`src/core/pcc_pkg.sv`:
```
// Package: constants and types for the performance counter control block
`default_nettype none
package pcc_pkg;
  localparam int CTL_W = 64;
  localparam int CNT_W = 20;
  localparam int C0_LSB = 28;
  localparam int C0_MSB = 47;
  localparam int STALL_BIT = 27;
  localparam int EKILL_BIT = 26;
  localparam int C1_LSB = 6;
  localparam int C1_MSB = 25;
  localparam int RSVD_BIT = 5;
  localparam int STYLE_BIT = 4;
  localparam int SEL_LSB = 2;
  localparam int SEL_MSB = 3;
  localparam int VALID_BIT = 1;
  localparam int TAKEN_BIT = 0;
  localparam int SEXT_LSB = 48;
  localparam int WIN_W = 20;
  localparam int TAG_W = 64;
  localparam int PTE_W = 64;
  localparam int TB_ENTRIES = 32;
  localparam logic [CNT_W-1:0] CNT_RESET = 20'h0_0000;
  localparam logic [WIN_W-1:0] WIN_RESET = 20'h0_0000;
  // Internal register move selectors
  typedef enum logic [2:0]
  {
    PCC_SEL_CTL = 3'h0,
    PCC_SEL_TAG0 = 3'h1,
    PCC_SEL_TAG1 = 3'h2,
    PCC_SEL_PTE0 = 3'h3,
    PCC_SEL_PTE1 = 3'h4
  } pcc_sel_t;
  localparam logic [1:0] SEL_INST_CYC = 2'h0;
  localparam logic [1:0] SEL_CYC_DELAY = 2'h1;
  localparam logic [1:0] SEL_INST_MISS = 2'h2;
  localparam logic [1:0] SEL_CYC_REPLAY = 2'h3;
  // Sampling window state
  typedef enum logic [1:0]
  {
    PCC_WIN_IDLE = 2'b00,
    PCC_WIN_OPEN = 2'b01
  } pcc_win_t;
endpackage : pcc_pkg
`default_nettype wire

```
`src/core/pcc_tb_if.sv`:
```
// Interface: staged write path from the register file into one translation pipe
`default_nettype none
interface pcc_tb_if;
  logic tag_wr;
  logic pte_retire;
  logic [63:0] wdata;
  logic fill_valid;
  logic [4:0] fill_index;
  logic [63:0] fill_tag;
  logic [63:0] fill_pte;
  modport src (output tag_wr, output pte_retire, output wdata,
    input fill_valid, input fill_index, input fill_tag, input fill_pte);
  modport stage (input tag_wr, input pte_retire, input wdata,
    output fill_valid, output fill_index, output fill_tag, output fill_pte);
endinterface : pcc_tb_if
`default_nettype wire

```
`src/core/pcc_tb_stage.sv`:
```
// Tag staging and entry write for one memory pipeline's translation arrays
`default_nettype none
module pcc_tb_stage
#(
  parameter int ENTRIES = 32
)
(
  input wire logic clk,
  input wire logic rst_n,
  pcc_tb_if.stage port
);
  import pcc_pkg::*;
  logic [63:0] staged_tag;
  logic [$clog2(ENTRIES)-1:0] rr_ptr;

  // Staging only: the arrays stay untouched until the entry write retires
  always_ff @(posedge clk or negedge rst_n)
  begin
    if (!rst_n)
      staged_tag <= 64'h0000_0000_0000_0000;
    else if (port.tag_wr)
      staged_tag <= port.wdata;
  end

  // Round-robin allocation of the next entry
  always_ff @(posedge clk or negedge rst_n)
  begin
    if (!rst_n)
      rr_ptr <= '0;
    else if (port.pte_retire)
      rr_ptr <= (rr_ptr == $clog2(ENTRIES)'(ENTRIES - 1)) ? '0 : rr_ptr + 1'b1;
  end

  always_ff @(posedge clk or negedge rst_n)
  begin
    if (!rst_n)
    begin
      port.fill_valid <= 1'b0;
      port.fill_index <= 5'h0;
      port.fill_tag <= 64'h0000_0000_0000_0000;
      port.fill_pte <= 64'h0000_0000_0000_0000;
    end
    else
    begin
      port.fill_valid <= port.pte_retire;
      if (port.pte_retire)
      begin
        port.fill_index <= 5'(rr_ptr);
        port.fill_tag <= staged_tag;
        port.fill_pte <= port.wdata;
      end
    end
  end
endmodule : pcc_tb_stage
`default_nettype wire

```
`src/core/pcc_top.sv`:
```
// Performance counter control register, counters and translation write staging
//
// Overview of operation
// - Control bits 63..48 read as copies of bit 47; writes there ignored.
// - Counter zero at 47..28 counts when own enable and system or process enable.
// - Aggregate mode: counter zero adds selected event input each cycle.
// - Aggregate overflow of counter zero with irq enable sets pending, raises irq.
// - Sampling mode: counter zero overflow opens window; window overflow interrupts.
// - Bit 27 reports sampled instruction stalled between fetch and map.
// - Bit 26 reports sampled instruction killed in or before map cycle.
// - Counter one at 25..6 counts when own enable and system or process enable.
// - Aggregate overflow of counter one with irq enable sets pending, raises irq.
// - Counter one advances at most one per cycle in both modes.
// - Bit 5 reads zero; writes discarded.
// - Bit 4 selects aggregate (0) or instruction sampling (1) counting.
// - Bits 3..2 pick the event pair feeding both counters.
// - Bit 1 shows sampled non-trapping instruction retired valid.
// - Bit 0 shows sampled conditional branch taken.
// - Each memory pipe has its own tag staging and entry write register.
// - Tag staging write only holds value, arrays unchanged.
// - Retired entry write copies staged tag and entry (tag write data if a tag write coincides), round-robin slot.
// - Process count enable lets a counter run with its own enable set.
`default_nettype none
module pcc_top
#(
  parameter int EVT_W = 4,
  parameter int ENTRIES = pcc_pkg::TB_ENTRIES,
  parameter int WIN_W = pcc_pkg::WIN_W
)
(
  input wire logic clk,
  input wire logic rst_n,
  // Internal register move port
  input wire logic reg_wr,
  input wire logic reg_rd,
  input wire pcc_pkg::pcc_sel_t reg_sel,
  input wire logic [pcc_pkg::CTL_W-1:0] reg_wdata,
  output logic [pcc_pkg::CTL_W-1:0] reg_rdata,
  // Entry write retirement, per pipe
  input wire logic pte_retire_zero,
  input wire logic pte_retire_one,
  // Enables from fetch control, process context and interrupt enables
  input wire logic counter_zero_enable,
  input wire logic counter_one_enable,
  input wire logic system_count_enable,
  input wire logic process_count_enable,
  input wire logic counter_zero_irq_enable,
  input wire logic counter_one_irq_enable,
  // Event inputs, same clock domain
  input wire logic [EVT_W-1:0] ev_retired,
  input wire logic ev_cycle,
  input wire logic ev_retire_delay,
  input wire logic ev_cache_miss,
  input wire logic ev_replay_trap,
  input wire logic win_tick,
  // Sample status captured from the sampled instruction
  input wire logic sample_load,
  input wire logic sample_stall_in,
  input wire logic sample_early_kill_in,
  input wire logic sample_valid_in,
  input wire logic sample_taken_in,
  // Pending-bit clears from the interrupt summary owner
  input wire logic counter_zero_pending_clr,
  input wire logic counter_one_pending_clr,
  output logic counter_zero_pending,
  output logic counter_one_pending,
  output logic perf_irq,
  // Translation array fill ports
  output logic fill_valid_zero,
  output logic [4:0] fill_index_zero,
  output logic [pcc_pkg::TAG_W-1:0] fill_tag_zero,
  output logic [pcc_pkg::PTE_W-1:0] fill_pte_zero,
  output logic fill_valid_one,
  output logic [4:0] fill_index_one,
  output logic [pcc_pkg::TAG_W-1:0] fill_tag_one,
  output logic [pcc_pkg::PTE_W-1:0] fill_pte_one
);
  import pcc_pkg::*;

  // ****************************************************************
  // Control fields
  // ****************************************************************
  logic [CNT_W-1:0] event_counter_zero;
  logic [CNT_W-1:0] event_counter_one;
  logic count_style_select;
  logic [1:0] input_pair_select;
  logic sample_stall_flag;
  logic sample_early_kill_flag;
  logic sample_retired_valid;
  logic sample_branch_taken;
  logic [WIN_W-1:0] window_count;
  pcc_win_t win_state;

  logic ctl_wr;
  assign ctl_wr = reg_wr && (reg_sel == PCC_SEL_CTL);

  always_ff @(posedge clk or negedge rst_n)
  begin
    if (!rst_n)
    begin
      count_style_select <= 1'b0;
      input_pair_select <= 2'h0;
    end
    else if (ctl_wr)
    begin
      count_style_select <= reg_wdata[STYLE_BIT];
      input_pair_select <= reg_wdata[SEL_MSB:SEL_LSB];
    end
  end

  // ****************************************************************
  // Event selection
  // ****************************************************************
  logic run_zero;
  logic run_one;
  logic [CNT_W-1:0] inc_zero;
  logic inc_one;
  logic sampling;

  assign sampling = count_style_select;
  assign run_zero = counter_zero_enable
                    && (system_count_enable || process_count_enable);
  assign run_one = counter_one_enable
                   && (system_count_enable || process_count_enable);

  always_comb
  begin
    inc_zero = CNT_RESET;
    inc_one = 1'b0;
    case (input_pair_select)
      SEL_INST_CYC:
      begin
        inc_zero = CNT_W'(ev_retired);
        inc_one = ev_cycle;
      end
      SEL_CYC_DELAY:
      begin
        inc_zero = CNT_W'(ev_cycle);
        // Undefined pairing in aggregate mode: counter one counts nothing, counter zero still counts cycles
        inc_one = sampling ? ev_retire_delay : 1'b0;
      end
      SEL_INST_MISS:
      begin
        inc_zero = CNT_W'(ev_retired);
        inc_one = ev_cache_miss;
      end
      SEL_CYC_REPLAY:
      begin
        inc_zero = CNT_W'(ev_cycle);
        inc_one = ev_replay_trap;
      end
      default:
      begin
        inc_zero = CNT_RESET;
        inc_one = 1'b0;
      end
    endcase
  end

  // ****************************************************************
  // Counters
  // ****************************************************************
  logic [CNT_W:0] sum_zero;
  logic [CNT_W:0] sum_one;
  logic ovf_zero;
  logic ovf_one;
  logic [WIN_W:0] sum_win;
  logic ovf_win;

  assign sum_zero = {1'b0, event_counter_zero} + {1'b0, inc_zero};
  assign sum_one = {1'b0, event_counter_one} + {{CNT_W{1'b0}}, inc_one};
  assign ovf_zero = run_zero && sum_zero[CNT_W];
  assign ovf_one = run_one && sum_one[CNT_W];
  assign sum_win = {1'b0, window_count} + {{WIN_W{1'b0}}, win_tick};
  assign ovf_win = (win_state == PCC_WIN_OPEN) && sum_win[WIN_W];

  // A write from software wins over counting in the same cycle
  always_ff @(posedge clk or negedge rst_n)
  begin
    if (!rst_n)
      event_counter_zero <= CNT_RESET;
    else if (ctl_wr)
      event_counter_zero <= reg_wdata[C0_MSB:C0_LSB];
    else if (run_zero)
      event_counter_zero <= sum_zero[CNT_W-1:0];
  end

  always_ff @(posedge clk or negedge rst_n)
  begin
    if (!rst_n)
      event_counter_one <= CNT_RESET;
    else if (ctl_wr)
      event_counter_one <= reg_wdata[C1_MSB:C1_LSB];
    else if (run_one)
      event_counter_one <= sum_one[CNT_W-1:0];
  end

  // Sampling window: opened by a counter zero overflow
  always_ff @(posedge clk or negedge rst_n)
  begin
    if (!rst_n)
    begin
      win_state <= PCC_WIN_IDLE;
      window_count <= WIN_W'(WIN_RESET);
    end
    else if (!sampling)
    begin
      win_state <= PCC_WIN_IDLE;
      window_count <= WIN_W'(WIN_RESET);
    end
    else
    begin
      case (win_state)
        PCC_WIN_IDLE:
          if (ovf_zero)
          begin
            win_state <= PCC_WIN_OPEN;
            window_count <= WIN_W'(WIN_RESET);
          end
        PCC_WIN_OPEN:
        begin
          window_count <= sum_win[WIN_W-1:0];
          if (ovf_win)
            win_state <= PCC_WIN_IDLE;
        end
        default:
          win_state <= PCC_WIN_IDLE;
      endcase
    end
  end

  // ****************************************************************
  // Pending bits and interrupt
  // ****************************************************************
  logic set_zero;
  logic set_one;
  assign set_zero = counter_zero_irq_enable
                    && (sampling ? ovf_win : ovf_zero);
  assign set_one = counter_one_irq_enable && !sampling && ovf_one;

  // Set wins over clear so an overflow in the clear cycle is not lost
  always_ff @(posedge clk or negedge rst_n)
  begin
    if (!rst_n)
    begin
      counter_zero_pending <= 1'b0;
      counter_one_pending <= 1'b0;
    end
    else
    begin
      if (set_zero)
        counter_zero_pending <= 1'b1;
      else if (counter_zero_pending_clr)
        counter_zero_pending <= 1'b0;
      if (set_one)
        counter_one_pending <= 1'b1;
      else if (counter_one_pending_clr)
        counter_one_pending <= 1'b0;
    end
  end

  always_ff @(posedge clk or negedge rst_n)
  begin
    if (!rst_n)
      perf_irq <= 1'b0;
    else
      perf_irq <= (counter_zero_pending || set_zero) && !(counter_zero_pending_clr && !set_zero)
                  || (counter_one_pending || set_one) && !(counter_one_pending_clr && !set_one);
  end

  // ****************************************************************
  // Sample status
  // ****************************************************************
  always_ff @(posedge clk or negedge rst_n)
  begin
    if (!rst_n)
    begin
      sample_stall_flag <= 1'b0;
      sample_early_kill_flag <= 1'b0;
      sample_retired_valid <= 1'b0;
      sample_branch_taken <= 1'b0;
    end
    else if (sample_load)
    begin
      sample_stall_flag <= sample_stall_in;
      sample_early_kill_flag <= sample_early_kill_in;
      sample_retired_valid <= sample_valid_in;
      sample_branch_taken <= sample_taken_in;
    end
  end

  // ****************************************************************
  // Read path
  // ****************************************************************
  logic [CTL_W-1:0] ctl_view;
  always_comb
  begin
    ctl_view = '0;
    ctl_view[SEXT_LSB+15:SEXT_LSB] = {16{event_counter_zero[CNT_W-1]}};
    ctl_view[C0_MSB:C0_LSB] = event_counter_zero;
    ctl_view[STALL_BIT] = sample_stall_flag;
    ctl_view[EKILL_BIT] = sample_early_kill_flag;
    ctl_view[C1_MSB:C1_LSB] = event_counter_one;
    ctl_view[RSVD_BIT] = 1'b0;
    ctl_view[STYLE_BIT] = count_style_select;
    ctl_view[SEL_MSB:SEL_LSB] = input_pair_select;
    ctl_view[VALID_BIT] = sample_retired_valid;
    ctl_view[TAKEN_BIT] = sample_branch_taken;
  end

  // Staging and entry registers are write-only and read back as zero
  always_ff @(posedge clk or negedge rst_n)
  begin
    if (!rst_n)
      reg_rdata <= 64'h0000_0000_0000_0000;
    else if (reg_rd && reg_sel == PCC_SEL_CTL)
      reg_rdata <= ctl_view;
    else if (reg_rd)
      reg_rdata <= 64'h0000_0000_0000_0000;
  end

  // ****************************************************************
  // Translation write staging, one per memory pipe
  // ****************************************************************
  pcc_tb_if pipe_if [2] ();
  logic [1:0] fill_valid_v;

  generate
    for (genvar p = 0; p < 2; p++)
    begin : g_pipe
      localparam pcc_sel_t TAG_SEL = (p == 0) ? PCC_SEL_TAG0 : PCC_SEL_TAG1;
      localparam pcc_sel_t PTE_SEL = (p == 0) ? PCC_SEL_PTE0 : PCC_SEL_PTE1;
      logic pte_wr_held;
      logic [CTL_W-1:0] pte_data_held;
      logic retire_in;
      assign retire_in = (p == 0) ? pte_retire_zero : pte_retire_one;
      // The entry value waits here until its write retires
      always_ff @(posedge clk or negedge rst_n)
      begin
        if (!rst_n)
        begin
          pte_wr_held <= 1'b0;
          pte_data_held <= 64'h0000_0000_0000_0000;
        end
        else if (reg_wr && reg_sel == PTE_SEL)
        begin
          pte_wr_held <= 1'b1;
          pte_data_held <= reg_wdata;
        end
        else if (retire_in)
          pte_wr_held <= 1'b0;
      end
      assign pipe_if[p].tag_wr = reg_wr && (reg_sel == TAG_SEL);
      assign pipe_if[p].pte_retire = retire_in && pte_wr_held;
      assign pipe_if[p].wdata = pipe_if[p].tag_wr ? reg_wdata : pte_data_held;
      pcc_tb_stage #(.ENTRIES(ENTRIES)) u_stage
      (
        .clk(clk),
        .rst_n(rst_n),
        .port(pipe_if[p])
      );
      assign fill_valid_v[p] = pipe_if[p].fill_valid;
    end
  endgenerate

  assign fill_valid_zero = fill_valid_v[0];
  assign fill_index_zero = pipe_if[0].fill_index;
  assign fill_tag_zero = pipe_if[0].fill_tag;
  assign fill_pte_zero = pipe_if[0].fill_pte;
  assign fill_valid_one = fill_valid_v[1];
  assign fill_index_one = pipe_if[1].fill_index;
  assign fill_tag_one = pipe_if[1].fill_tag;
  assign fill_pte_one = pipe_if[1].fill_pte;
endmodule : pcc_top
`default_nettype wire

```
`config.mk`:
```
export PLATFORM = sky130hd
export DESIGN_NAME = pcc_top
export DESIGN_NICKNAME = d
export VERILOG_FILES = /design/src/core/pcc_pkg.sv /design/src/core/pcc_tb_if.sv /design/src/core/pcc_tb_stage.sv /design/src/core/pcc_top.sv
export SDC_FILE = /design/constraint.sdc
export NUM_CORES = 1
export LEC_CHECK = 0
export BUFFER_PORTS_ARGS = -buffer_cell sky130_fd_sc_hd__buf_4
export CORE_MARGIN = 5
export CORE_UTILIZATION = 29
export DETAILED_ROUTE_END_ITERATION = 12
export HOLD_SLACK_MARGIN = 0.08
export PLACE_DENSITY_LB_ADDON = 0.08
export SLEW_MARGIN = 25
export SYNTH_ARGS = -nofsm -noshare
export SYNTH_HDL_FRONTEND = slang
export SYNTH_SLANG_ARGS = --single-unit
```
`constraint.sdc`:
```
create_clock -name clk -period 5.78 [get_ports clk]
set_input_delay 0.289 -clock clk [delete_from_list [all_inputs] [get_ports clk]]
set_output_delay 0.289 -clock clk [all_outputs]
set_load 0.05 [all_outputs]
```
==> flow_metrics.py <==
metrics = {
    "critical_path": {
        "cp_slowest_cell": "dlygate4sd3_1",
        "timing.critical_path.fanout_max": 7,
        "worstPathArrival_ns": 3.61,
        "crit_cells": 10,
        "rrSetupSlack_ns": 2.71,
        "startpoint": "input_pair_select[0]$_DFFE_PN0P_",
        "timing.rr.end": "counter_zero_pending$_DFFE_PN0P_",
        "r2r-start": "input_pair_select[0]$_DFFE_PN0P_",
        "criticalPathCategory": "flip-flop to flip-flop",
        "cp_cell_sequence": "mux2_2, ha_1, inv_1, fa_1, nand2b_1, a21oi_1, nand4_1, a21bo_2, nand2_1, dlygate4sd3_1",
        "cp.required_ns": 6.32,
        "r2r_cells": 10,
        "worstSetupEndpointType": "flip-flop",
        "start_kind": "flip-flop",
        "max_stage_delay_ns": 0.54,
        "crit_family": "buffers and inverters",
        "cp.buffers_inverters": 2,
    },
    "finish": {
        "nets": 3232,
        "layout_commonest_cell": "nand2_1",
        "layout_common_cells": "nand2_1 (1068), dfrtp_1 (654), buf_4 (436), nor2_1 (152), mux2_2 (135)",
        "ff_latch_area_um2": 16400,
        "fill_cells": 9069,
        "instances_no_fill": 4362,
        "multi_input_area_um2": 9110,
        "drive_above_1_share_pct": 23.2,
        "area_growth_pct": 29.1,
        "final_design_area_no_fill_um2": 34000,
    },
    "logic_synthesis": {
        "yosysWarnings": 0,
        "ys_ff_latch": 654,
        "postSynthNetCount": 2783,
        "synth-simple-area-share_pct": 20.2,
        "synth_cell_types": 58,
        "synthArstFlopShare_pct": 100,
        "synth_fa_ha_area_share_pct": 0.646,
        "synth-compound-area-share_pct": 6.50,
        "synth_top_family_by_area": "simple AND/OR/NAND/NOR gates",
        "synthCells": 2675,
        "netlist_area_um2": 26400,
        "yosysTopAreaCell": "dfrtp_1",
        "synth.avg_cell_area_um2": 9.85,
        "synth_edf_count": 0,
        "synth-xor-area-share_pct": 1.16,
        "synth_ff_type": "dfrtp_1",
        "muxShareOfSynthArea_pct": 5.85,
        "yosys-top-cells-area": "dfrtp_1 (62%), nand2_1 (15%), mux2_2 (5.8%)",
        "yosysSeqAreaShare_pct": 62.1,
        "synth_top_area_share_pct": 62.1,
    },
    "detailed_routing": {
        "first_pass_iters": 4,
        "drt_iter0_drc": 1107,
        "route.detailed.drc": 0,
        "wl_per_cell_um": 19.6,
        "postRouteAntennaNets": 0,
        "routed_wl_um": 85400,
        "vias_per_cell": 4.66,
        "num_vias": 20300,
    },
    "global_route": {
        "grt_pass1_wl_um": 132000,
        "grt_pass1_vias": 21100,
        "grt_max_degree": 190,
        "antenna_found_initial": 5,
        "grt_usage_pct": 17.3,
        "grt_overflow": 0,
    },
    "placement": {
        "dpl.cell_count": 4136,
        "portBuffers": 428,
        "place_area_um2": 30600,
        "hpwl_um": 54700,
        "gp_congestion": 0.755,
    },
    "power_and_ir_drop": {
        "leakagePower_uw": 0.0167,
        "p_per_area_nw_per_um2": 474,
        "p_total_uw": 16100,
        "ir_drop_v": 0.000220,
    },
    "clock_tree": {
        "cts_inserted_buffers": 78,
        "root_buffer": "clkbuf_16",
        "cts_setup_buffers": 0,
        "htree_levels": 3,
        "cts-resized-gates": 0,
        "cts_tree": "done",
        "clkTransAtPathRegs_ns": 0.06,
        "cts_sinks": 654,
        "cts.path.max_buffers": 3,
        "clkLatencyLatePin_ns": 0.62,
    },
    "die": {
        "die_w_um": 311,
        "core_area_um2": 90100,
        "initial_utilization_pct": 29.2,
        "std_cell_rows": 110,
        "boundaryPins": 430,
        "fp.dieH_um": 311,
        "dieArea_um2": 97000,
    },
    "timing": {
        "worst_pin_slew_ns": 1.00,
        "fin_crit_sh_pct": 53.1,
        "max_freq_ghz": 0.326,
        "layout_min_cycle_time_ns": 3.07,
        "clock_skew_ns": 0.0173,
        "slew_headroom_pct": 33.3,
        "setup_tns_ns": 0,
        "slew_viol_final": 0,
        "whs_ns": 0.163,
        "hold_viol_final": 0,
        "rsz0062_at_grt": "no",
        "setup_viol": 0,
    },
    "worst_hold_path": {
        "hp-class": "input port to flip-flop",
        "whs_endpoint": "counter_one_pending$_DFFE_PN0P_",
        "hp-start": "counter_one_irq_enable",
        "min_path_cells": 4,
    },
    "run": {
        "cap_violations": 0,
    },
    "outcome": {
        "status": "finished clean",
    },
}
## worst reg2reg max path: cells and delay by family, from the launching register on
family / cells / cell delay (ns)
compound gates: 2 / 0.50
fa+ha+maj: 2 / 0.59
buf+inv: 2 / 0.61
flops: 1 / 0.52
mux: 1 / 0.36
simple gates: 3 / 0.44
## synth_stat cells, drive strengths merged, types with 2 or more instances
cell	number
o21ai	99
and2	5
and3	19
nand4	16
mux2	135
inv	58
nor3b	2
o21a	5
or3b	2
o211a	2
nand2b	4
nor2b	6
a221o	2
nor4	7
clkbuf	121
xnor2	13
a21oi	15
ha	12
buf	39
nand3b	2
nor2	153
xor2	22
nor3	13
a21o	2
nand3	27
nand2	1070
dfrtp	654
a31oi	138
or2	2
a211oi	3
a211o	8
and4	6
## sequential cells by signal, indices dropped and copies added, names as in the netlist
name / cells
count_style_select: 1
counter_one_pending: 1
counter_zero_pending: 1
event_counter_one: 20
event_counter_zero: 20
g_pipe.pte_data_held: 128
g_pipe.pte_wr_held: 2
g_pipe.u_stage.port.fill_index: 10
g_pipe.u_stage.port.fill_pte: 128
g_pipe.u_stage.port.fill_tag: 128
g_pipe.u_stage.port.fill_valid: 2
g_pipe.u_stage.rr_ptr: 10
g_pipe.u_stage.staged_tag: 128
input_pair_select: 2
perf_irq: 1
reg_rdata: 47
sample_branch_taken: 1
sample_early_kill_flag: 1
sample_retired_valid: 1
sample_stall_flag: 1
win_state: 1
window_count: 20
## timing repair
item	in CTS	in global routing
setup endpoints to repair	0	0
hold buffers	82	0
hold endpoints to repair	553	0
## cell families after synthesis
| logic type | count (synthesis) |
|---|---|
| AOI/OAI and AO/OA | 281 |
| xor gates and xnor gates | 35 |
| adders and majority gates | 13 |
| buffers and inverters | 218 |
| DFF | 654 |
| muxes | 136 |
| other | 1 |
| and+or+nand+nor | 1337 |
## cell type report
| cell class | instances | share of cell area [%] |
|---|---|---|
| multi-input combinational | 1803 | 26.8 |
| inverter | 58 | 0.669 |
| timing repair buffer | 529 | 12.7 |
| sequential | 654 | 48.1 |
| clock buffer | 105 | 6.48 |
| clock inverter | 34 | 0.930 |
| tap | 1176 | 4.33 |
| antenna | 3 | 0.0221 |
## layer usage
layer / vias to the layer above / part of all wire (%) / global-route usage [%]
met3: 106 / 5.8 / 4.41
met5: - / 0.032 / 0
met2: 439 / 47 / 28.2
met1: 10200 / 45 / 23.2
met4: 4 / 2.0 / 4.38
li1: 9629 / - / -
## metrics by stage
stage	worst slack, ns	utilization (%)
3_3_place_gp	2.86	34.0
5_1_grt	2.49	37.7
4_1_cts	2.65	37.7
6_report	2.71	37.7
3_5_place_dp	2.85	34.0
2_1_floorplan	3.28	-
## report_power, final
part | internal [uW] | switching [uW] | total (uW)
registers | 5640 | 739 | 6380
clock network | 2820 | 2040 | 4860
logic | 1500 | 3360 | 4870
## worst max-delay path by stage
stage,to,slack [ns]
2_1_floorplan,window_count[13]$_DFFE_PN0P_,3.28
6_report,counter_zero_pending$_DFFE_PN0P_,2.71
5_1_grt,counter_zero_pending$_DFFE_PN0P_,2.49
3_3_place_gp,window_count[13]$_DFFE_PN0P_,2.86
3_5_place_dp,window_count[19]$_DFFE_PN0P_,2.85
4_1_cts,counter_zero_pending$_DFFE_PN0P_,2.65
(Power assumes the default switching activity.)
